$ cat src/inc/drp_pkg.sv
// package for the dual reset pin block: timing counts, vectors, state codes
// assumes one oscillator-rate clock and open-drain pads outside the block
//
// Notes on behaviour
// power-on reset active pulls the digital reset pin low
// watchdog reset drives digital reset pin low for exactly 512 oscillator cycles
// outside party may pull the digital reset pin low, open-drain only
// any asserted device reset halts execution in the whole digital subsystem
// master cpu program counter loads from word at 0x00000004 during reset
// control cpu program counter loads from word at 0x3FFFC0 during reset
// after release each cpu fetches from its loaded program counter
// both pins only pull low; released they float high via pullup
// analog power-on reset active pulls the analog reset pin low
// any analog reset, including external pull, resets analog digital logic
// four pulled-up boot-select pins choose the boot source at start-up
// pin inputs synchronised; internal reset held while either pin reads low
package drp_pkg;

  // ==========================================================================
  // timing
  localparam int unsigned WDG_PULSE_CYCLES = 512;
  localparam int unsigned CNT_W            = 10;

  // ==========================================================================
  // reset vectors
  localparam logic [31:0] MASTER_VECTOR_ADDR  = 32'h0000_0004;
  localparam logic [21:0] CONTROL_VECTOR_ADDR = 22'h3F_FFC0;

  // ==========================================================================
  // boot select
  localparam int unsigned  BOOT_W     = 4;
  localparam logic [3:0]   BOOT_RESET = 4'hF;

  // ==========================================================================
  // digital pin drive state
  typedef enum logic [2:0] {
    DRP_IDLE = 3'b001,
    DRP_WDG  = 3'b010,
    DRP_POR  = 3'b100
  } drp_state_t;

  // reset outputs that travel together
  typedef struct packed {
    logic dig_rst_n;
    logic ana_rst_n;
    logic boot_valid;
  } drp_rst_t;

endpackage

$ cat src/design/drp_reset_pins.sv
// dual subsystem reset pins: open-drain drive, pin sync, vector fetch, boot latch
// assumes the pads resolve the wire from the enables and an internal pullup
`timescale 1ns/1ps
module drp_reset_pins
  import drp_pkg::*;
#(
  parameter int unsigned PULSE_CYCLES = WDG_PULSE_CYCLES
) (
  input  wire logic              clock_i,
  input  wire logic              rst_n_i,
  input  wire logic              dig_por_i,
  input  wire logic              ana_por_i,
  input  wire logic              wdg_rst_i,
  input  wire logic              digital_reset_pin_i,
  output logic                   digital_reset_pin_o,
  output logic                   digital_reset_pin_oe_n_o,
  input  wire logic              analog_reset_pin_i,
  output logic                   analog_reset_pin_o,
  output logic                   analog_reset_pin_oe_n_o,
  input  wire logic [BOOT_W-1:0] boot_sel_i,
  input  wire logic [31:0]       master_vec_data_i,
  input  wire logic [31:0]       control_vec_data_i,
  output logic [31:0]            master_vec_addr_o,
  output logic [21:0]            control_vec_addr_o,
  output logic [31:0]            master_pc_o,
  output logic [31:0]            control_pc_o,
  output logic                   dig_rst_n_o,
  output logic                   ana_rst_n_o,
  output logic                   master_run_o,
  output logic                   control_run_o,
  output logic [BOOT_W-1:0]      boot_mode_o,
  output logic                   boot_valid_o
);

  // ==========================================================================
  // synchronisers
  logic [1:0] dpin_s_r, dpin_s_nxt, apin_s_r, apin_s_nxt;
  logic [BOOT_W-1:0] boot_s1_r, boot_s2_r, boot_s1_nxt, boot_s2_nxt;

  always_comb begin
    dpin_s_nxt  = {dpin_s_r[0], digital_reset_pin_i};
    apin_s_nxt  = {apin_s_r[0], analog_reset_pin_i};
    boot_s1_nxt = boot_sel_i;
    boot_s2_nxt = boot_s1_r;
    if (!rst_n_i) begin
      dpin_s_nxt  = 2'h0;
      apin_s_nxt  = 2'h0;
      boot_s1_nxt = BOOT_RESET;
      boot_s2_nxt = BOOT_RESET;
    end
  end

  always_ff @(posedge clock_i) begin
    dpin_s_r  <= dpin_s_nxt;
    apin_s_r  <= apin_s_nxt;
    boot_s1_r <= boot_s1_nxt;
    boot_s2_r <= boot_s2_nxt;
  end

  wire logic dpin_low = ~dpin_s_r[1];
  wire logic apin_low = ~apin_s_r[1];

  // ==========================================================================
  // digital and analog pin drive
  drp_state_t       state_r, state_nxt;
  logic [CNT_W-1:0] cnt_r, cnt_nxt;
  logic             dpull_r, dpull_nxt, apull_r, apull_nxt;

  always_comb begin
    state_nxt = state_r;
    cnt_nxt   = cnt_r;
    case (state_r)
      DRP_IDLE: begin
        if (dig_por_i) begin
          state_nxt = DRP_POR;
        end else if (wdg_rst_i) begin
          state_nxt = DRP_WDG;
          cnt_nxt   = CNT_W'(PULSE_CYCLES - 1);
        end
      end
      DRP_WDG: begin
        if (dig_por_i) begin
          state_nxt = DRP_POR;
        end else if (cnt_r == '0) begin
          state_nxt = DRP_IDLE;
        end else begin
          cnt_nxt = cnt_r - CNT_W'(1);
        end
      end
      DRP_POR: begin
        if (!dig_por_i) begin
          state_nxt = DRP_IDLE;
        end
      end
      default: state_nxt = DRP_IDLE;
    endcase
    // pull low while por stands or a watchdog pulse runs
    dpull_nxt = dig_por_i || (state_nxt != DRP_IDLE);  // see
    apull_nxt = ana_por_i;
    if (!rst_n_i) begin
      state_nxt = DRP_POR;
      cnt_nxt   = '0;
      dpull_nxt = 1'b1;
      apull_nxt = 1'b1;
    end
  end

  always_ff @(posedge clock_i) begin
    state_r <= state_nxt;
    cnt_r   <= cnt_nxt;
    dpull_r <= dpull_nxt;
    apull_r <= apull_nxt;
  end

  // ==========================================================================
  // internal resets, vector load, boot latch
  logic        drst_r, drst_nxt, arst_r, arst_nxt;
  logic        mrun_r, mrun_nxt, crun_r, crun_nxt;
  logic [31:0] mpc_r, mpc_nxt, cpc_r, cpc_nxt;
  logic [BOOT_W-1:0] boot_r, boot_nxt;
  logic        bval_r, bval_nxt;

  always_comb begin
    // external pull on either pin is seen through the synchroniser
    drst_nxt = dpull_r || dpin_low || dig_por_i;    // see see
    arst_nxt = apull_r || apin_low || ana_por_i;    // see
    mpc_nxt  = mpc_r;
    cpc_nxt  = cpc_r;
    boot_nxt = boot_r;
    bval_nxt = bval_r;
    if (drst_r) begin
      mpc_nxt  = master_vec_data_i;
      cpc_nxt  = control_vec_data_i;
      bval_nxt = 1'b0;
    end else if (!bval_r) begin
      boot_nxt = boot_s2_r;
      bval_nxt = 1'b1;
    end
    // run only from one cycle after the pc first holds its last loaded vector
    mrun_nxt = !drst_r && !drst_nxt;                // see
    crun_nxt = !drst_r && !drst_nxt;
    if (!rst_n_i) begin
      drst_nxt = 1'b1;
      arst_nxt = 1'b1;
      mrun_nxt = 1'b0;
      crun_nxt = 1'b0;
      mpc_nxt  = '0;
      cpc_nxt  = '0;
      boot_nxt = BOOT_RESET;
      bval_nxt = 1'b0;
    end
  end

  always_ff @(posedge clock_i) begin
    drst_r <= drst_nxt;
    arst_r <= arst_nxt;
    mrun_r <= mrun_nxt;
    crun_r <= crun_nxt;
    mpc_r  <= mpc_nxt;
    cpc_r  <= cpc_nxt;
    boot_r <= boot_nxt;
    bval_r <= bval_nxt;
  end

  // ==========================================================================
  // outputs: pins never drive high, enable low means pulling
  assign digital_reset_pin_o      = 1'b0;
  assign analog_reset_pin_o       = 1'b0;
  assign digital_reset_pin_oe_n_o = ~dpull_r;
  assign analog_reset_pin_oe_n_o  = ~apull_r;
  assign master_vec_addr_o        = MASTER_VECTOR_ADDR;
  assign control_vec_addr_o       = CONTROL_VECTOR_ADDR;
  assign master_pc_o              = mpc_r;
  assign control_pc_o             = cpc_r;
  assign dig_rst_n_o              = ~drst_r;
  assign ana_rst_n_o              = ~arst_r;
  assign master_run_o             = mrun_r;
  assign control_run_o            = crun_r;
  assign boot_mode_o              = boot_r;
  assign boot_valid_o             = bval_r;

  // ==========================================================================
  // checks
  logic [CNT_W:0] low_cnt_r;
  always_ff @(posedge clock_i) begin
    if (!rst_n_i || !dpull_r) begin
      low_cnt_r <= '0;
    end else if (low_cnt_r != '1) begin
      low_cnt_r <= low_cnt_r + (CNT_W+1)'(1);
    end
  end

  property p_por_pull;
    @(posedge clock_i) disable iff (!rst_n_i)
      dig_por_i |=> !digital_reset_pin_oe_n_o;
  endproperty
  a_por_pull: assert property (p_por_pull) else $error("por did not pull pin");

  property p_wdg_len;
    @(posedge clock_i) disable iff (!rst_n_i)
      (state_r == DRP_WDG && cnt_r == '0 && !dig_por_i) |=>
        (digital_reset_pin_oe_n_o && low_cnt_r == (CNT_W+1)'(PULSE_CYCLES));
  endproperty
  a_wdg_len: assert property (p_wdg_len) else $error("watchdog pulse length wrong");

  property p_wdg_start;
    @(posedge clock_i) disable iff (!rst_n_i)
      (state_r == DRP_IDLE && wdg_rst_i && !dig_por_i) |=> !digital_reset_pin_oe_n_o [*8];
  endproperty
  a_wdg_start: assert property (p_wdg_start) else $error("watchdog pulse not held");

  property p_halt;
    @(posedge clock_i) disable iff (!rst_n_i)
      !dig_rst_n_o |-> (!master_run_o && !control_run_o);
  endproperty
  a_halt: assert property (p_halt) else $error("cpu runs during reset");

  property p_mvec;
    @(posedge clock_i) disable iff (!rst_n_i)
      (!dig_rst_n_o) |=> (master_pc_o == $past(master_vec_data_i));
  endproperty
  a_mvec: assert property (p_mvec) else $error("master pc not loaded");

  property p_cvec;
    @(posedge clock_i) disable iff (!rst_n_i)
      (!dig_rst_n_o) |=> (control_pc_o == $past(control_vec_data_i));
  endproperty
  a_cvec: assert property (p_cvec) else $error("control pc not loaded");

  property p_run_stable;
    @(posedge clock_i) disable iff (!rst_n_i)
      master_run_o |-> $stable(master_pc_o);
  endproperty
  a_run_stable: assert property (p_run_stable) else $error("pc moved after release");

  property p_never_high;
    @(posedge clock_i) disable iff (!rst_n_i)
      !digital_reset_pin_o && !analog_reset_pin_o;
  endproperty
  a_never_high: assert property (p_never_high) else $error("pin driven high");

  property p_ana_por;
    @(posedge clock_i) disable iff (!rst_n_i)
      ana_por_i |=> (!analog_reset_pin_oe_n_o && !ana_rst_n_o);
  endproperty
  a_ana_por: assert property (p_ana_por) else $error("analog por not applied");

  property p_ana_ext;
    @(posedge clock_i) disable iff (!rst_n_i)
      !analog_reset_pin_i [*3] |=> !ana_rst_n_o;
  endproperty
  a_ana_ext: assert property (p_ana_ext) else $error("analog pin low ignored");

  property p_dig_ext;
    @(posedge clock_i) disable iff (!rst_n_i)
      !digital_reset_pin_i [*3] |=> !dig_rst_n_o;
  endproperty
  a_dig_ext: assert property (p_dig_ext) else $error("digital pin low ignored");

  property p_boot;
    @(posedge clock_i) disable iff (!rst_n_i)
      $rose(boot_valid_o) |-> (boot_mode_o == $past(boot_s2_r));
  endproperty
  a_boot: assert property (p_boot) else $error("boot mode not latched");

  // a running pulse is never restarted or cut short by a new request
  property p_wdg_refuse;
    @(posedge clock_i) disable iff (!rst_n_i)
      (state_r == DRP_WDG && cnt_r != '0 && !dig_por_i) |=> (state_r == DRP_WDG);
  endproperty
  a_wdg_refuse: assert property (p_wdg_refuse) else $error("watchdog pulse cut");

  property p_dig_release;
    @(posedge clock_i) disable iff (!rst_n_i)
      (state_r == DRP_IDLE && !dig_por_i && !wdg_rst_i) |=> digital_reset_pin_oe_n_o;
  endproperty
  a_dig_release: assert property (p_dig_release) else $error("digital pin held");

  property p_ana_release;
    @(posedge clock_i) disable iff (!rst_n_i)
      !ana_por_i |=> analog_reset_pin_oe_n_o;
  endproperty
  a_ana_release: assert property (p_ana_release) else $error("analog pin held");

  property p_dig_int;
    @(posedge clock_i) disable iff (!rst_n_i)
      !digital_reset_pin_oe_n_o |=> !dig_rst_n_o;
  endproperty
  a_dig_int: assert property (p_dig_int) else $error("own pull not applied");

  property p_ana_int;
    @(posedge clock_i) disable iff (!rst_n_i)
      !analog_reset_pin_oe_n_o |=> !ana_rst_n_o;
  endproperty
  a_ana_int: assert property (p_ana_int) else $error("analog pull not applied");

  property p_boot_hold;
    @(posedge clock_i) disable iff (!rst_n_i)
      (boot_valid_o && $past(boot_valid_o)) |-> $stable(boot_mode_o);
  endproperty
  a_boot_hold: assert property (p_boot_hold) else $error("boot mode moved");

  property p_crun_stable;
    @(posedge clock_i) disable iff (!rst_n_i)
      control_run_o |-> $stable(control_pc_o);
  endproperty
  a_crun_stable: assert property (p_crun_stable) else $error("control pc moved");

endmodule

$ cat config.mk
export PLATFORM = sky130hd
export DESIGN_NAME = drp_reset_pins
export DESIGN_NICKNAME = d
export VERILOG_FILES = /design/src/inc/drp_pkg.sv /design/src/design/drp_reset_pins.sv
export SDC_FILE = /design/constraint.sdc
export NUM_CORES = 1
export LEC_CHECK = 0
export ABC_AREA = 1
export BUFFER_PORTS_ARGS = -buffer_cell sky130_fd_sc_hd__buf_2
export CORE_ASPECT_RATIO = 1.25
export CORE_MARGIN = 1.5
export CORE_UTILIZATION = 49
export CTS_CLUSTER_SIZE = 28
export DETAILED_ROUTE_END_ITERATION = 8
export PLACE_DENSITY = 0.82
export SLEW_MARGIN = 20
export SYNTH_ARGS = -nofsm -noshare
export SYNTH_HDL_FRONTEND = slang
export SYNTH_SLANG_ARGS = --single-unit
$ cat constraint.sdc
create_clock -name clock_i -period 3.4 [get_ports clock_i]
set_input_delay 0.17 -clock clock_i [delete_from_list [all_inputs] [get_ports clock_i]]
set_output_delay 0.17 -clock clock_i [all_outputs]
set_load 0.01 [all_outputs]
Word-level counts from Yosys, hierarchy flattened
Index checks and enable logic that the tools add are counted.
Widths: inputs -> output; s select.
Operators by class
  muxes and demuxes: 12
  $add $sub $neg: 1
  eq/ne operators: 8
  bitwise gates (word level): 7
  reduce and logical (&&, ||, !) cells: 12
Operators with widths (count)
  $mux 10: 4
  $pmux 10 s2: 1
  $mux 3: 5
  $logic_not 10->1: 1
  $sub 10x1->10 const B: 1
  $pmux 3 s3: 1
  $ne 2x2->1 const B: 4
  $not 1->1: 7
  $logic_or 1x1->1: 5
  $reduce_and 5->1: 1
  $eq 3x1->1 const B: 1
  $eq 3x2->1 const B: 1
  $eq 3x3->1 const B: 1
  $ne 3x1->1 const B: 1
  $logic_not 1->1: 2
  $reduce_and 2->1: 1
  $reduce_bool 2->1: 1
  $logic_and 1x1->1: 1
  $mux 1: 1
Word-level totals
  logic and storage cells: 55
  register bits after elaboration: 99
  input port bits: 75
  output and inout bits: 131

Depth between registers and ports, before layout
Gate-level depths: netlist (run 1).
  word-level depth: 6
  mapped depth: 9
  gate-level depth less buffers: 9

Worst setup path after synthesis (run 1)
OpenSTA, ideal clock, no wires.
  path kind: flip-flop to flip-flop
  start point: register cnt_r[0]
  end point: register cnt_r[6]
  path buffers: 0
  arrival time: 1192 ps
  stages on the path, launching flop included: 9
  slack: 2073 ps
  required time: 3265 ps
  period minus slack after synthesis: 1327 ps
  cells stage by stage: dfxtp_1 -> inv_1 -> ha_1 -> nand3_1 -> nand3b_1 -> nand2_2 -> inv_1 -> nand2_1 -> a21oi_2
Between the ends
  word-level cells in the longest chain between the ends: 4
  elaborated cells on any way between the ends: 7
  classes of those cells: add/sub (1); eq/ne (1); mux (3); reduce/logical (2)
Ends and longest elaborated chain
  start: declaration: line drp_reset_pins.sv:66  | logic [CNT_W-1:0] cnt_r, cnt_nxt;
  start signal: assignment: line drp_reset_pins.sv:110  | cnt_r <= cnt_nxt;
  $sub 10x1->10: line drp_reset_pins.sv:87  | cnt_nxt = cnt_r - CNT_W'(1);
  $mux 10: line drp_reset_pins.sv:84  | end else if (cnt_r == '0) begin
  $mux 10: line drp_reset_pins.sv:82  | if (dig_por_i) begin
  $pmux 10 s2: line drp_reset_pins.sv:72  | case (state_r)
Parallel ways exist; a longest one is shown, timed or not. The select of a mux whose other input is x is not followed.
A chain may end at the register's enable or synchronous reset.

Final worst setup path (run 1)
  start point: register state_r[0]
  end point: register cnt_r[6]
Between the ends
  word-level cells in the longest chain between the ends: 3
  elaborated cells on any way between the ends: 9
  classes of those cells: eq/ne (6); mux (1); reduce/logical (2)
Ends and longest elaborated chain
  start: declaration: line drp_reset_pins.sv:65  | drp_state_t state_r, state_nxt;
  start signal: assignment: line drp_reset_pins.sv:109  | state_r <= state_nxt;
  $eq 3x2->1 / $eq 3x1->1 (equally long branches): line drp_reset_pins.sv:72
  $ne 2x2->1 (no source line) / $reduce_bool 2->1 (equally long branches)
  $reduce_and 5->1 (no source line)
Parallel ways exist; a longest one is shown, timed or not.

==> run metrics, run 1 <==
outcome=finished clean; critical path capture point type=register; sequential cell area fraction in the yosys report=49.3%; Total Neg Setup Slack=0 ns; Final nets=739; Yosys warning count=0; number of iterations in the first detailed-routing pass=4; Synth async-reset ratio=0%; overall die width=84.0 um; All-Layer GR Usage=20.9%; CP max-delay cell=dfxtp_1; Critical R2R Launch=state_r[0]; CP top delay family=simple AND/OR/NAND/NOR gates; Slew HR=58.3%; # Post-CTS Setup Buffers=0; Crit path top cell by count=inv_1; Clock Latency Late Sink=0.36 ns; Area after DPL=4570 um^2; post-synth top area cell=dfxtp_1; Avg Cell Area, Syn=7.72 um^2; Site Rows=36; CP max stage delay=0.33 ns; highest routed layer=met4; met3 WL=489 um; RSZ-0062 raised after global routing=no; Power Total=2.33 mW; layout cells sized above 1=28.2%; Max-Cap Viols=0; clk_skew=0.00979 ns; Worst EP required=3.63 ns; final core occ=61.7%; element type at the critical path start=register; Clock transition at path regs=0.09 ns; Slew Limit Fails=0; Final Cell Area=4860 um^2; Worst Hold End=master_pc_o[28]; Max Freq=582 MHz; Tightest Pin Transition=0.624 ns; vias in the first global route=3188; initial antenna violation count=1; largest net degree at the start of global routing=68; synth unique cells=23; CP startpoint=state_r[0]; Synth top area share=49.3%; Sink Count=99; dpl cells=739; # setup viols final=0; Initial Utilization=51.0%; reg2reg end=cnt_r[6]; hold path startpoint=master_vec_data_i[28]; worst-path maximum fanout=13; min Tclk post-route=1.72 ns; routed wire length on met2=4.86 mm; CP Cell Sequence=inv_1 -> nand3_1 -> inv_1 -> nand3b_1 -> nand2_2 -> inv_1 -> nand2_1 -> a21oi_2; Die Height=104 um; Core ar.=7880 um^2; first-pass GRT wire length=14.7 mm; ranking of synthesized cells by area=dfxtp_1 (49%), nor2_1 (13%), buf_4 (11%), o21ai_0 (8.5%), nand2_1 (4.6%); worst min path class=input pin to register; Worst EP arrival=1.95 ns; final antenna-violating net count=0; Mapped Cells=521; die area=8770 um^2; Peak supply drop=345 uV; CTS tree=built; Post-synth EDFFs=0; Num CTS Buffers=9; Vias per Instance=4.67; Overflow after GRT=0; Non-Filler Instances=763; period utilisation layout=50.6%; CTS Root Cell=clkbuf_8; DR vias=3562; post-detail-place hpwl=6.79 mm; flop2flop setup slack=1.68 ns; WL per Instance=12.1 um; Synth Flop Type=dfxtp_1; Max Root-Sink Buffers=2; 1st-iter DRT viols=129; I/O pins=206; Setup CP Type=register to register; commonest cells in the netlist=nor2_1 (142), dfxtp_1 (99), o21ai_0 (68); Yosys reg bits=99; area grow syn2layout=20.9%; hold path cells=3; Post-Syn Area=4020 um^2; DR DRC count=0; most numerous cell in the Yosys netlist=nor2_1; final hold viol count=0; static leakage=2.49 nW; # port buffers=149; Worst Reg-to-Reg Cells=8; Total Wirelength=9.23 mm; H-tree depth=3; pwr dens=480 nW/um^2; Metal-1 WL=3.61 mm; RD Place Congestion=0.893; CP Buf/Inv Count=3
## worst max-delay path by stage
stage                     slack, ns  depth (start not counted)        to
after floorplan                2.07                          8  cnt_r[6]
after global placement         1.81                          8  cnt_r[6]
after detailed placement       1.71                          7  cnt_r[6]
after CTS                      1.70                          7  cnt_r[6]
after global routing           1.52                          8  cnt_r[6]
final                          1.68                          8  cnt_r[6]
## through the flow
step	setup slack, ns	hold slack, ns
CTS	1.70	0.00593
floorplan	2.07	0.267
global placement	1.81	0.353
detailed placement	1.71	0.357
finish	1.68	0.0286
global route	1.52	0.0149
## cell usage in the layout, fill, tap and decap left out, drive strengths merged
master / Yosys / layout
o21ai: 68 / 68
nand4: 5 / 5
ha: 2 / 2
a21oi: 12 / 12
xnor2: 1 / 1
clkinvlp: 0 / 1
diode: 0 / 1
conb: 2 / 56
nand2: 51 / 51
o31ai: 1 / 1
nor2: 144 / 144
nor3: 3 / 3
buf: 66 / 152
clkinv: 0 / 2
inv: 24 / 26
or2: 10 / 10
bufinv: 0 / 2
nand3: 14 / 14
dlygate4sd3: 0 / 7
dfxtp: 99 / 99
nand3b: 2 / 2
clkbuf: 17 / 9
## worst min-delay path: stages
cell	delay, ns
buf_2	0.07
nor2_1	0.03
nor2_1	0.08
## metal layers
metal  track usage, %  up-vias
met1             22.6     1591
met3             5.40       25
met2             37.8      141
met4             9.02        0
met5                0        -
li1                 -     1805
## report_power, final
group	internal (mW)	switching, mW	total [mW]
sequential	1.22	0.0277	1.24
clock	0.419	0.401	0.820
combinational	0.113	0.158	0.270
## state kept, by name (all words and copies together), names as in the netlist
| register | flops |
|---|---|
| control_pc_o | 32 |
| master_pc_o | 32 |
| cnt_r | 10 |
| boot_mode_o | 4 |
| boot_s1_r | 4 |
| boot_s2_r | 4 |
| state_r | 3 |
| apin_s_r | 2 |
| dpin_s_r | 2 |
| apull_r | 1 |
| arst_r | 1 |
| boot_valid_o | 1 |
| control_run_o | 1 |
| dpull_r | 1 |
| drst_r | 1 |
## cells by family (layout without fill, tap and decap cells)
group | after synthesis | after routing | share of synthesized area (%)
AOI/OAI and AO/OA | 81 | 81 | 10.5
xor gates and xnor gates | 1 | 1 | 0.218
adders and majority gates | 2 | 2 | 0.622
buffers and inverters | 107 | 199 | 15.8
DFF | 99 | 99 | 49.3
other | 2 | 57 | 0.187
and+or+nand+nor | 229 | 229 | 23.4
## what timing repair did
item | in CTS | in global routing
endpoints found under the setup margin | 0 | 0
hold endpoints to repair | 7 | 0
hold buffers | 7 | 0
resized for setup | 0 | 0
## area by class of cell
cell class	count	area, um^2
clock buffer	9	124
clock inverter	7	98.8
tap	95	119
timing repair buffer	159	838
multi-input combinational	369	1610
inverter	24	90.1
fill	730	3020
sequential	99	1980
antenna	1	2.50
Note: power is estimated with default switching activity, not from simulation.
==> inputs of run 2 (changes only) <==
--- a/config.mk
+++ b/config.mk
@@ -9,10 +9,10 @@
 export BUFFER_PORTS_ARGS = -buffer_cell sky130_fd_sc_hd__buf_2
 export CORE_ASPECT_RATIO = 1.25
 export CORE_MARGIN = 1.5
-export CORE_UTILIZATION = 49
+export CORE_UTILIZATION = 41
 export CTS_CLUSTER_SIZE = 28
 export DETAILED_ROUTE_END_ITERATION = 8
-export PLACE_DENSITY = 0.82
+export PLACE_DENSITY = 0.73
 export SLEW_MARGIN = 20
 export SYNTH_ARGS = -nofsm -noshare
 export SYNTH_HDL_FRONTEND = slang
==> constraint.sdc (replaced) <==
create_clock -name clock_i -period 1.55 [get_ports clock_i]
set_input_delay 0.0775 -clock clock_i [delete_from_list [all_inputs] [get_ports clock_i]]
set_output_delay 0.0775 -clock clock_i [all_outputs]
set_load 0.01 [all_outputs]
==> run metrics, run 2 (synthesis gave the netlist of run 1 again) <==
outcome=finished clean (unchanged); Site Rows=40 (was 36); All-Layer GR Usage=20.8% (was 20.9%); Clock Latency Late Sink=0.34 ns (was 0.36 ns); Total Wirelength=10.7 mm (was 9.23 mm); DR vias=3949 (was 3562); Core ar.=9560 um^2 (was 7880 um^2); CTS Root Cell=clkbuf_16 (was clkbuf_8); Worst EP required=1.82 ns (was 3.63 ns); layout cells sized above 1=26.8% (was 28.2%); Power Total=5.73 mW (was 2.33 mW); Peak supply drop=590 uV (was 345 uV); post-route setup slack=0.0894 ns (was 1.68 ns); I/O pins=206 (unchanged); Clock power frac=39.1% (was 35.1%); Seq pwr share=47.7% (was 53.3%); min Tclk post-route=1.46 ns (was 1.72 ns); pwr dens=999 nW/um^2 (was 480 nW/um^2); Fillers=784 (was 730); RD Place Congestion=0.873 (was 0.893); number of iterations in the first detailed-routing pass=6 (was 4); dpl cells=776 (was 739); Max-Cap Viols=0 (unchanged); final antenna-violating net count=0 (unchanged); worst min path class=input pin to register (unchanged); CTS tree=built (unchanged); Num CTS Buffers=9 (unchanged); post-detail-place hpwl=6.53 mm (was 6.79 mm); die area=10400 um^2 (was 8770 um^2); critical path capture point type=register (unchanged); Sink Count=99 (unchanged); period utilisation layout=94.2% (was 50.6%); static leakage=2.85 nW (was 2.49 nW); element type at the critical path start=register (unchanged); Initial Utilization=42.1% (was 51.0%); first-pass GRT wire length=17.3 mm (was 14.7 mm); Diodes inserted=0 (was 1); Slew Limit Fails=0 (unchanged); clk_skew=0.00696 ns (was 0.00979 ns); Max Freq=685 MHz (was 582 MHz); # port buffers=149 (unchanged); vias in the first global route=3980 (was 3188); Final nets=814 (was 739); commonest non-fill, non-tap cell in the layout=buf_2 (unchanged); net load switching power=1.39 mW (was 0.586 mW); Pint=4.34 mW (was 1.75 mW); final hold viol count=0 (unchanged); most frequent cells in the layout=buf_2 (149), nor2_1 (142), dfxtp_1 (98), dlygate4sd3_1 (72), o21ai_0 (68) (was buf_2 (149), nor2_1 (142), dfxtp_1 (98), o21ai_0 (68), conb_1 (56)); Overflow after GRT=0 (unchanged); DP Worst Slack=0.0377 ns (was 1.71 ns); Worst EP arrival=1.73 ns (was 1.95 ns); initial antenna violation count=0 (was 1); area grow syn2layout=42.5% (was 20.9%); WL per Instance=12.4 um (was 12.1 um); # setup viols final=0 (unchanged); worst-path maximum fanout=7 (was 13); Logic pwr share=13.2% (was 11.6%); overall die width=91.6 um (was 84.0 um); Non-Filler Instances=868 (was 763); DR DRC count=0 (unchanged); H-tree depth=3 (unchanged); 1st-iter DRT viols=193 (was 129); Net Sw Frac=24.3% (was 25.1%); Max Root-Sink Buffers=2 (unchanged); Vias per Instance=4.55 (was 4.67); Die Height=114 um (was 104 um); largest net degree at the start of global routing=64 (was 68); Setup CP Type=register to register (unchanged); Clock transition at path regs=0.07 ns (was 0.09 ns)
==> run 2: power by group through the flow <==
| stage | combinational [mW] | clock, mW | sequential [mW] |
|---|---|---|---|
| floorplan | 0.405 | 0 | 2.82 |
| global placement | 0.577 | 0 | 2.78 |
| detailed placement | 0.593 | 0 | 2.79 |
| CTS | 0.736 | 2.31 | 2.73 |
| global route | 0.841 | 2.42 | 2.74 |
| finish | 0.756 | 2.24 | 2.73 |
==> run 2: per-layer routing <==
| metal | up-vias | global-route usage, % | part of all wire [%] |
|---|---|---|---|
| met2 | 177 | 37.9 | 53 |
| met3 | 49 | 5.40 | 7.0 |
| met1 | 1769 | 20.7 | 36 |
| li1 | 1954 | - | - |
| met5 | - | 0 | 0 |
| met4 | 0 | 13.3 | 4.0 |
==> run 2: timing repair <==
| item | 4_1_cts | 5_1_grt |
|---|---|---|
| gates resized for setup | 0 | 2 |
| setup buffers | 0 | 4 |
| hold buffers | 72 | 0 |
| endpoints found under the setup margin | 0 | 11 |
| endpoints found under the hold margin | 74 | 0 |
==> run 2: area by class of cell <==
cell class / instances / area (um^2) / share of cell area (%)
clock buffers: 11 / 243 / 4.23
clock inverters: 5 / 61.3 / 1.07
well taps: 126 / 158 / 2.75
repair buffers: 234 / 1590 / 27.7
flip-flops and latches: 99 / 1980 / 34.6
multi-input cells: 369 / 1610 / 28.1
inverters: 24 / 90.1 / 1.57
==> run 2: path summary, 6_finish.rpt <==
kind                             startpoint              end  slack, ns  cells after the start
worst max-delay path               cnt_r[0]         cnt_r[5]       0.09                      8
worst min-delay path                rst_n_i  master_pc_o[13]       0.06                      3
worst max register to register     cnt_r[0]         cnt_r[5]       0.09                      8
worst min register to register  apin_s_r[1]           arst_r       0.40                      1
==> run 2: worst max-delay path, cell delays in order, from the launching register on <==
cell and delay, ns:
dfxtp_1 0.32, inv_2 0.11, ha_1 0.15, nand3_1 0.09, nand3b_1 0.21, nand2_2 0.17, buf_4 0.15, nand2_1 0.05
a21oi_1 0.15
==> run 2: through the flow <==
stage	utilization [%]	hold WS [ns]	instance area (um^2)	TNS [ns]
finish	60.0	0.0611	5730	0
global route	60.0	0.113	5730	-0.0896
CTS	59.6	0.0693	5700	0
detailed placement	48.9	0.264	4680	0
global placement	48.9	0.261	4680	0
floorplan	-	0.174	4230	0
